### src/gdsf_params.svh
`ifndef GDSF_PARAMS_SVH
`define GDSF_PARAMS_SVH
// ==========================================================
// Register byte offsets
`define GDSF_OFF_DRIVE_SET   12'h518
`define GDSF_OFF_DRIVE_CLR   12'h51C
`define GDSF_OFF_SENSE_HIT   12'h520
// ==========================================================
// Reset values and widths
`define GDSF_RST_DIR         32'h0000_0000
`define GDSF_RST_HIT         32'h0000_0000
`define GDSF_ADDR_W          12
`define GDSF_DATA_W          32
`define GDSF_PINS            32
// Write strobe lanes
`define GDSF_LANE_W          8
`define GDSF_LANES           4
`endif

### src/gdsf_pkg.sv
`default_nettype none
`include "gdsf_params.svh"
package gdsf_pkg;
    // APB request as seen by the slave
    typedef struct packed {
        logic                      sel;
        logic                      enable;
        logic                      write;
        logic [`GDSF_ADDR_W-1:0]   addr;
        logic [`GDSF_DATA_W-1:0]   wdata;
    } gdsf_apb_req_t;
    // Register selected by an access
    typedef enum logic [1:0] {
        GDSF_REG_NONE,
        GDSF_REG_SET,
        GDSF_REG_CLR,
        GDSF_REG_HIT
    } gdsf_reg_sel_t;
endpackage
`default_nettype wire

### src/gdsf_gpio_regs.sv
// The APB interface to the registers was chosen for this implementation.
`timescale 1ns/1ns
`default_nettype none
`include "gdsf_params.svh"
module gdsf_gpio_regs #(
    parameter int PINS = `GDSF_PINS
) (
    // Clock and reset
    input  wire logic                    pclk,
    input  wire logic                    presetn,
    // APB slave
    input  wire logic                    psel,
    input  wire logic                    penable,
    input  wire logic                    pwrite,
    input  wire logic [`GDSF_ADDR_W-1:0] paddr,
    input  wire logic [`GDSF_DATA_W-1:0] pwdata,
    input  wire logic [3:0]              pstrb,
    output logic      [`GDSF_DATA_W-1:0] prdata,
    output logic                         pready,
    output logic                         pslverr,
    // Pin side
    input  wire logic [PINS-1:0]         criterion_hit,
    output logic      [PINS-1:0]         pin_dir_out,
    output logic      [PINS-1:0]         sense_hit_out
);

    // ==========================================================
    // Local constants
    // Byte lanes on the write bus; each lane gates one group of pins
    localparam int LANES = `GDSF_LANES;
    // Reset images cut to the pin count, so a narrower port resets cleanly
    localparam logic [`GDSF_DATA_W-1:0] DIR_RST_W = `GDSF_RST_DIR;
    localparam logic [`GDSF_DATA_W-1:0] HIT_RST_W = `GDSF_RST_HIT;
    localparam logic [PINS-1:0]         DIR_RST   = DIR_RST_W[PINS-1:0];
    localparam logic [PINS-1:0]         HIT_RST   = HIT_RST_W[PINS-1:0];

    // ==========================================================
    // Elaboration checks
    if (PINS < 1 || PINS > `GDSF_DATA_W) begin : g_bad_pins
        $error("PINS must be 1 to 32");
    end

    // The strobe fan-out assumes the data bus is whole lanes
    if (`GDSF_DATA_W != LANES * `GDSF_LANE_W) begin : g_bad_lanes
        $error("Data width must be a whole number of byte lanes");
    end

    // ==========================================================
    // Bus decode
    gdsf_pkg::gdsf_apb_req_t req;
    gdsf_pkg::gdsf_reg_sel_t reg_sel;
    wire logic               acc;
    wire logic               wr_acc;
    wire logic [PINS-1:0]    wmask;
    wire logic [PINS-1:0]    wbits;
    wire logic [`GDSF_DATA_W-1:0] strb_mask;
    wire logic               sel_set;
    wire logic               sel_clr;
    wire logic               sel_hit;

    assign req     = '{sel: psel, enable: penable, write: pwrite, addr: paddr, wdata: pwdata};
    assign reg_sel = (req.addr == `GDSF_OFF_DRIVE_SET) ? gdsf_pkg::GDSF_REG_SET :
                     (req.addr == `GDSF_OFF_DRIVE_CLR) ? gdsf_pkg::GDSF_REG_CLR :
                     (req.addr == `GDSF_OFF_SENSE_HIT) ? gdsf_pkg::GDSF_REG_HIT :
                                                         gdsf_pkg::GDSF_REG_NONE;
    assign sel_set = (reg_sel == gdsf_pkg::GDSF_REG_SET);
    assign sel_clr = (reg_sel == gdsf_pkg::GDSF_REG_CLR);
    assign sel_hit = (reg_sel == gdsf_pkg::GDSF_REG_HIT);
    assign acc     = req.sel && req.enable;
    assign wr_acc  = acc && req.write;
    // Byte strobes gate which pins a write touches
    for (genvar l = 0; l < LANES; l++) begin : g_lane
        assign strb_mask[l*`GDSF_LANE_W +: `GDSF_LANE_W] = {`GDSF_LANE_W{pstrb[l]}};
    end
    assign wmask   = strb_mask[PINS-1:0];
    assign wbits   = req.wdata[PINS-1:0] & wmask;

    // Zero wait states; unmapped offsets answer with an error and read zero
    assign pready  = 1'b1;
    assign pslverr = acc && (reg_sel == gdsf_pkg::GDSF_REG_NONE);

    // ==========================================================
    // Shared direction register
    logic [PINS-1:0] dir_q;
    logic [PINS-1:0] dir_d;
    wire logic [PINS-1:0] dir_set;
    wire logic [PINS-1:0] dir_clr;

    assign dir_set = (wr_acc && sel_set) ? wbits : '0;
    assign dir_clr = (wr_acc && sel_clr) ? wbits : '0;

    // Set and clear come from different offsets, so they never meet in one cycle
    for (genvar i = 0; i < PINS; i++) begin : g_dir
        assign dir_d[i] = (dir_q[i] | dir_set[i]) & ~dir_clr[i];
    end

    always_ff @(posedge pclk or negedge presetn) begin
        if (!presetn) begin
            dir_q <= DIR_RST;
        end else begin
            dir_q <= dir_d;
        end
    end

    // ==========================================================
    // Sticky sense-hit flags
    logic [PINS-1:0] hit_q;
    logic [PINS-1:0] hit_d;
    wire logic [PINS-1:0] hit_clr;

    assign hit_clr = (wr_acc && sel_hit) ? wbits : '0;

    // Per-pin: a hit in the clearing cycle keeps the flag set
    for (genvar i = 0; i < PINS; i++) begin : g_hit
        assign hit_d[i] = criterion_hit[i] | (hit_q[i] & ~hit_clr[i]);
    end

    always_ff @(posedge pclk or negedge presetn) begin
        if (!presetn) begin
            hit_q <= HIT_RST;
        end else begin
            hit_q <= hit_d;
        end
    end

    // ==========================================================
    // Read data, pin n at bit n, upper bits zero
    logic [`GDSF_DATA_W-1:0] rdata_d;
    logic [`GDSF_DATA_W-1:0] rdata_q;
    wire logic               rd_setup;

    // Read data is registered in the setup cycle so it is stable in the access cycle
    assign rd_setup = req.sel && !req.enable && !req.write;

    always_comb begin
        rdata_d = '0;
        unique case (reg_sel)
            gdsf_pkg::GDSF_REG_SET: rdata_d[PINS-1:0] = dir_d;
            gdsf_pkg::GDSF_REG_CLR: rdata_d[PINS-1:0] = dir_d;
            gdsf_pkg::GDSF_REG_HIT: rdata_d[PINS-1:0] = hit_d;
            gdsf_pkg::GDSF_REG_NONE: rdata_d = '0;
        endcase
    end

    always_ff @(posedge pclk or negedge presetn) begin
        if (!presetn) begin
            rdata_q <= '0;
        end else if (rd_setup) begin
            rdata_q <= rdata_d;
        end
    end

    assign prdata        = rdata_q;
    assign pin_dir_out   = dir_q;
    assign sense_hit_out = hit_q;

endmodule
`default_nettype wire

### config.mk
export PLATFORM = sky130hd
export DESIGN_NAME = gdsf_gpio_regs
export DESIGN_NICKNAME = d
export VERILOG_FILES = /design/src/gdsf_pkg.sv /design/src/gdsf_gpio_regs.sv
export VERILOG_INCLUDE_DIRS = /design/src
export SDC_FILE = /design/constraint.sdc
export NUM_CORES = 1
export LEC_CHECK = 0
export ABC_AREA = 1
export BUFFER_PORTS_ARGS = -buffer_cell sky130_fd_sc_hd__buf_2
export CORE_ASPECT_RATIO = 0.6
export CORE_MARGIN = 8
export CORE_UTILIZATION = 51
export DETAILED_ROUTE_END_ITERATION = 12
export PLACE_DENSITY = 0.81
export SKIP_CTS_REPAIR_TIMING = 1
export SYNTH_ARGS = -nofsm -noshare
export SYNTH_HDL_FRONTEND = slang
export SYNTH_SLANG_ARGS = --single-unit
### constraint.sdc
create_clock -name pclk -period 1.65 [get_ports pclk]
set_clock_uncertainty 0.2 [all_clocks]
set_input_delay 0.165 -clock pclk [delete_from_list [all_inputs] [get_ports pclk]]
set_output_delay 0.165 -clock pclk [all_outputs]
set_load 0.02 [all_outputs]
# Yosys cells after proc, flatten, opt, wreduce, memory -nomap -nowiden
# Index checks and enable logic that the tools add are counted.
# op_classes
muxes	7
bitwise_logic	193
n_reduce_logical	12
n_eq_ne	6
# ops
op	n
32-bit 2-to-1 mux	3
32-bit case mux with 3 select lines	1
1-bit bitwise AND	64
1-bit NOT	64
1-bit bitwise OR	64
12-bit by 11-bit == test with 1-bit output (second input constant)	3
32-bit bitwise AND	1
1-bit logical AND	8
2-bit 2-to-1 mux	3
2-bit == test (second input constant)	2
2-bit by 1-bit == test with 1-bit output (second input constant)	1
1-bit zero test	2
2-bit zero test	1
2-bit OR reduction	1
# totals
input_bits	85
elab_cells	221
output_inout_bits	98
reg_bits	96

# Longest topological paths before layout
# depth
word_depth	11
mapped_depth	16
depth_no_buf	14

# Worst setup path after synthesis
# Ideal clock, no wire load.
# synth_path
path_type	input-to-reg
start	in paddr[7]
end	reg rdata_q[1], in the netlist prdata[1]
required_time_ps	1328
cell_stages	14
setup_slack_ps	-450
n_path_buf	2
setup_ps	122
arrival_ps	1779
path_cell_list	or2_4 > nor2_4 > buf_6 > nand3_1 > nand2_1 > ha_1 > inv_1 > nor2_2 > buf_4 > nand2_1 > nand2_1 > nand2_1 > a21oi_1 > a21oi_2
# synth_via
elab_chain_len	11
elab_cells_between_ends	24
cone_classes	eq/ne: 6; mux: 7; bitwise: 6; reduce/logical: 5
# synth_lines
item	line	rtl
start: declaration	gdsf_gpio_regs.sv:15	input wire logic [`GDSF_ADDR_W-1:0] paddr,
12-bit by 11-bit == test with 1-bit output (no source line)	n/a	
2-bit 2-to-1 mux	gdsf_gpio_regs.sv:64	(req.addr == `GDSF_OFF_SENSE_HIT) ? gdsf_pkg::GDSF_REG_HIT :
2-bit 2-to-1 mux	gdsf_gpio_regs.sv:63	(req.addr == `GDSF_OFF_DRIVE_CLR) ? gdsf_pkg::GDSF_REG_CLR :
2-bit 2-to-1 mux (*)	gdsf_gpio_regs.sv:62	assign reg_sel = (req.addr == `GDSF_OFF_DRIVE_SET) ? gdsf_pkg::GDSF_REG_SET :
2-bit == test (*)	gdsf_gpio_regs.sv:68	assign sel_hit = (reg_sel == gdsf_pkg::GDSF_REG_HIT);
1-bit logical AND (*)	gdsf_gpio_regs.sv:111	assign hit_clr = (wr_acc && sel_hit) ? wbits : '0;
32-bit 2-to-1 mux (*)	gdsf_gpio_regs.sv:111	
1-bit NOT (*)	gdsf_gpio_regs.sv:115	assign hit_d[i] = criterion_hit[i] | (hit_q[i] & ~hit_clr[i]);
1-bit bitwise AND (*)	gdsf_gpio_regs.sv:115	
1-bit bitwise OR (*)	gdsf_gpio_regs.sv:115	
via hit_d[1]	gdsf_gpio_regs.sv:108	logic [PINS-1:0] hit_d;
32-bit case mux with 3 select lines (*)	gdsf_gpio_regs.sv:137	unique case (reg_sel)
end signal: assignment	gdsf_gpio_regs.sv:149	rdata_q <= rdata_d;
end: declaration	gdsf_gpio_regs.sv:129	logic [`GDSF_DATA_W-1:0] rdata_q;
# The timed path passes the listed nets; every way through them passes the cells marked *.
# A chain may end at the register's enable or synchronous reset.

# Worst setup path after layout
# layout_path
start	in paddr[6]
end	reg rdata_q[30], in the netlist prdata[30]
# The elaborated chain is that of the path after synthesis.

==> results.md <==
* Hold path depth at 6
* Area growth from synthesis to layout at 44.7%
* Clk root buf: clkbuf_16
* Reg2reg end: prdata[19]
* Fillers at 706
* Proportion of layout cells with a drive suffix above 1 at 38.2%
* Diode count at 0
* Worst Hold End: sense_hit_out[23]
* Clock Latency Late Sink at 0.34 ns
* Initial cell density of the core at 52.9%
* Clock transition at path regs at 0.06 ns
* FFs w/ async S/R, synth at 100%
* Most common cell after layout, fill and taps aside: buf_2
* Netlist cell types at 22
* Arrival @ worst endpoint at 1.90 ns
* VDD IR max at 0.601 mV
* Pin count of the biggest net entering global routing at 43
* Min Clock Period, post-route at 1.87 ns
* Top cells by area, synth: dfrtp_1, nand2_1, inv_1, a21oi_1, a21boi_0
* Die width at 147 um
* Number of I/O pins at 183
* Global placement routability congestion at 0.873
* Most frequent cells in the layout: buf_2, nand2_1, inv_1, dfrtp_1, nand2_2
* Crit start category: input port
* Row Count at 28
* Clock sink count at 96
* First-pass GRT wire length at 25.6 mm
* DP Wirelength at 11.7 mm
* Worst slack at placement at -0.520 ns
* Post-synth EDFFs at 0
* Reg2reg start: sense_hit_out[19]
* Outcome: finished, violations left
* Via density at 5.02
* Vias in the first global route at 5246
* Final ANT Viol Nets at 0
* Endpoints failing setup at 62
* Final hold viol count at 0
* Synth Register Bits at 96
* Initial antenna violation count at 0
* Yosys warning count at 0
* Max Buffers Root-to-Sink at 2
* Post-synth top flop: dfrtp_1
* R2R cell count at 4
* Mapped Cells at 714
* DR pass1 iterations at 5
* DRC Markers at 0
* CTS buffer count at 9
* Failing checks: setup timing
* Core area at 0.00998 mm^2
* Nets at 1030
* Worst Hold Class: input port to register
* Post-synth top area share at 45.5%
* Vert. Die Dim at 94.9 um
* Yosys top cell by area: dfrtp_1
* Fmax at 534 MHz
* Required @ worst endpoint at 1.68 ns
* Port Buffers at 181
* Mapped Nets at 802
* H-tree levels at 3
* Unrepaired setup endpoints after global routing: yes
* Power Total at 5.67 mW
* Max cap viols at 0
* Pwr per Cell Area at 741 mW/mm^2
* Mapped cell area at 0.00529 mm^2
* Worst R2R Setup Slack at 0.56 ns
* Total Die Area at 0.0140 mm^2
* Seq/Total Area, Yosys at 45.5%
* GR Overflow Total at 0
* HP Start: pwdata[23]
* LEAKAGE at 4.15 nW
* Pins Over Slew Limit at 0
* Syn avg cell area at 7.40 um^2
* 1st-iter DRT viols at 381
* Post-layout util at 76.6%
* Total track usage at 22.7%
* WL final at 17.3 mm
* CTS tree: built
* Period utilization at 114%
* Final Worst Setup Slack at -0.223 ns
* Critical path endpoint category: register
* Crit-path max FO at 6
* Routed length per instance at 16.0 um
* CP Class: input port to register
* Vias at 5433
==> cell type report <==
| cell class | instances | area (um^2) | share of cell area, % |
|---|---|---|---|
| Sequential cell | 96 | 2400 | 31.4 |
| Clock buffer | 12 | 246 | 3.22 |
| Inverter | 172 | 646 | 8.44 |
| Multi-Input combinational cell | 413 | 2420 | 31.6 |
| Timing Repair Buffer | 250 | 1710 | 22.4 |
| Tap cell | 135 | 169 | 2.21 |
| Clock inverter | 4 | 53.8 | 0.703 |
==> metal layers <==
metal | global-route usage, % | routed length (um) | up-vias
li1 | - | - | 2620
met1 | 29.1 | 7300 | 2539
met2 | 35.9 | 8070 | 249
met3 | 7.55 | 1640 | 25
met4 | 7.26 | 263 | 0
met5 | 0 | 0 | -
==> kinds of logic (layout without fill, tap and decap cells) <==
kind of cell               after synthesis  after routing  synth area share [%]
other                                    1              1                0.0710
buffers and inverters                  205            438                  17.4
adders and majority gates                3              3                 0.710
AOI/OAI and AO/OA                       96             96                  11.2
and+or+nand+nor                        313            313                  25.2
DFF                                     96             96                  45.5
==> per-stage QoR <==
| stage | TNS, ns | std cells | cell area (um^2) | hold slack (ns) |
|---|---|---|---|---|
| finish | -6.80 | 1082 | 7650 | 0.0474 |
| global route | -13.66 | 1082 | 7650 | 0.0651 |
| CTS | -5.23 | 1041 | 6890 | -0.489 |
| detailed placement | -37.48 | 1025 | 6590 | -0.121 |
| global placement | -35.16 | 1025 | 6590 | -0.127 |
| floorplan | -25.78 | 714 | 5540 | -0.331 |
==> worst max-delay path: stages <==
cell	delay [ns]
buf_6	0.09
or2_4	0.26
nor2_4	0.17
nand3_4	0.10
nand2_4	0.11
ha_4	0.14
inv_2	0.04
nor2_4	0.12
buf_12	0.15
buf_12	0.14
nand2_2	0.06
nand2_2	0.07
nand2_2	0.07
a21oi_2	0.16
a21oi_2	0.06
==> worst max path at each step <==
stage	cells past startpoint	end	slack [ns]	from
3_5_place_dp	14	prdata[11]	-0.52	paddr[7]
2_1_floorplan	14	prdata[1]	-0.37	paddr[7]
5_1_grt	17	prdata[16]	-0.30	paddr[11]
6_report	15	prdata[30]	-0.22	paddr[6]
3_3_place_gp	12	prdata[16]	-0.48	paddr[7]
4_1_cts	10	pslverr	-0.30	paddr[7]
==> where the power goes <==
part           internal [mW]  switching [mW]  leakage (nW)
clock network           1.22           0.902         0.139
logic                  0.380           0.613          3.08
registers               2.48          0.0735         0.936
total                   4.08            1.59          4.15
==> synthesized netlist by cell type (2+ instances only) <==
cell and n:
a21oi_1 56, nor2_4 2, buf_4 4, a21oi_2 8, nand2_1 233, buf_6 13
nand4_1 32, clkbuf_8 3, nor2_1 6, clkbuf_1 7, inv_1 172, a21boi_0 32
nand3_1 35, dfrtp_1 96, buf_2 6, ha_1 3
==> sequential cells by signal, summed over array words and instances, names as in the netlist <==
signal	flops
prdata	32
sense_hit_out	32
pin_dir_out	32
Power figures use the tool's default switching activity.
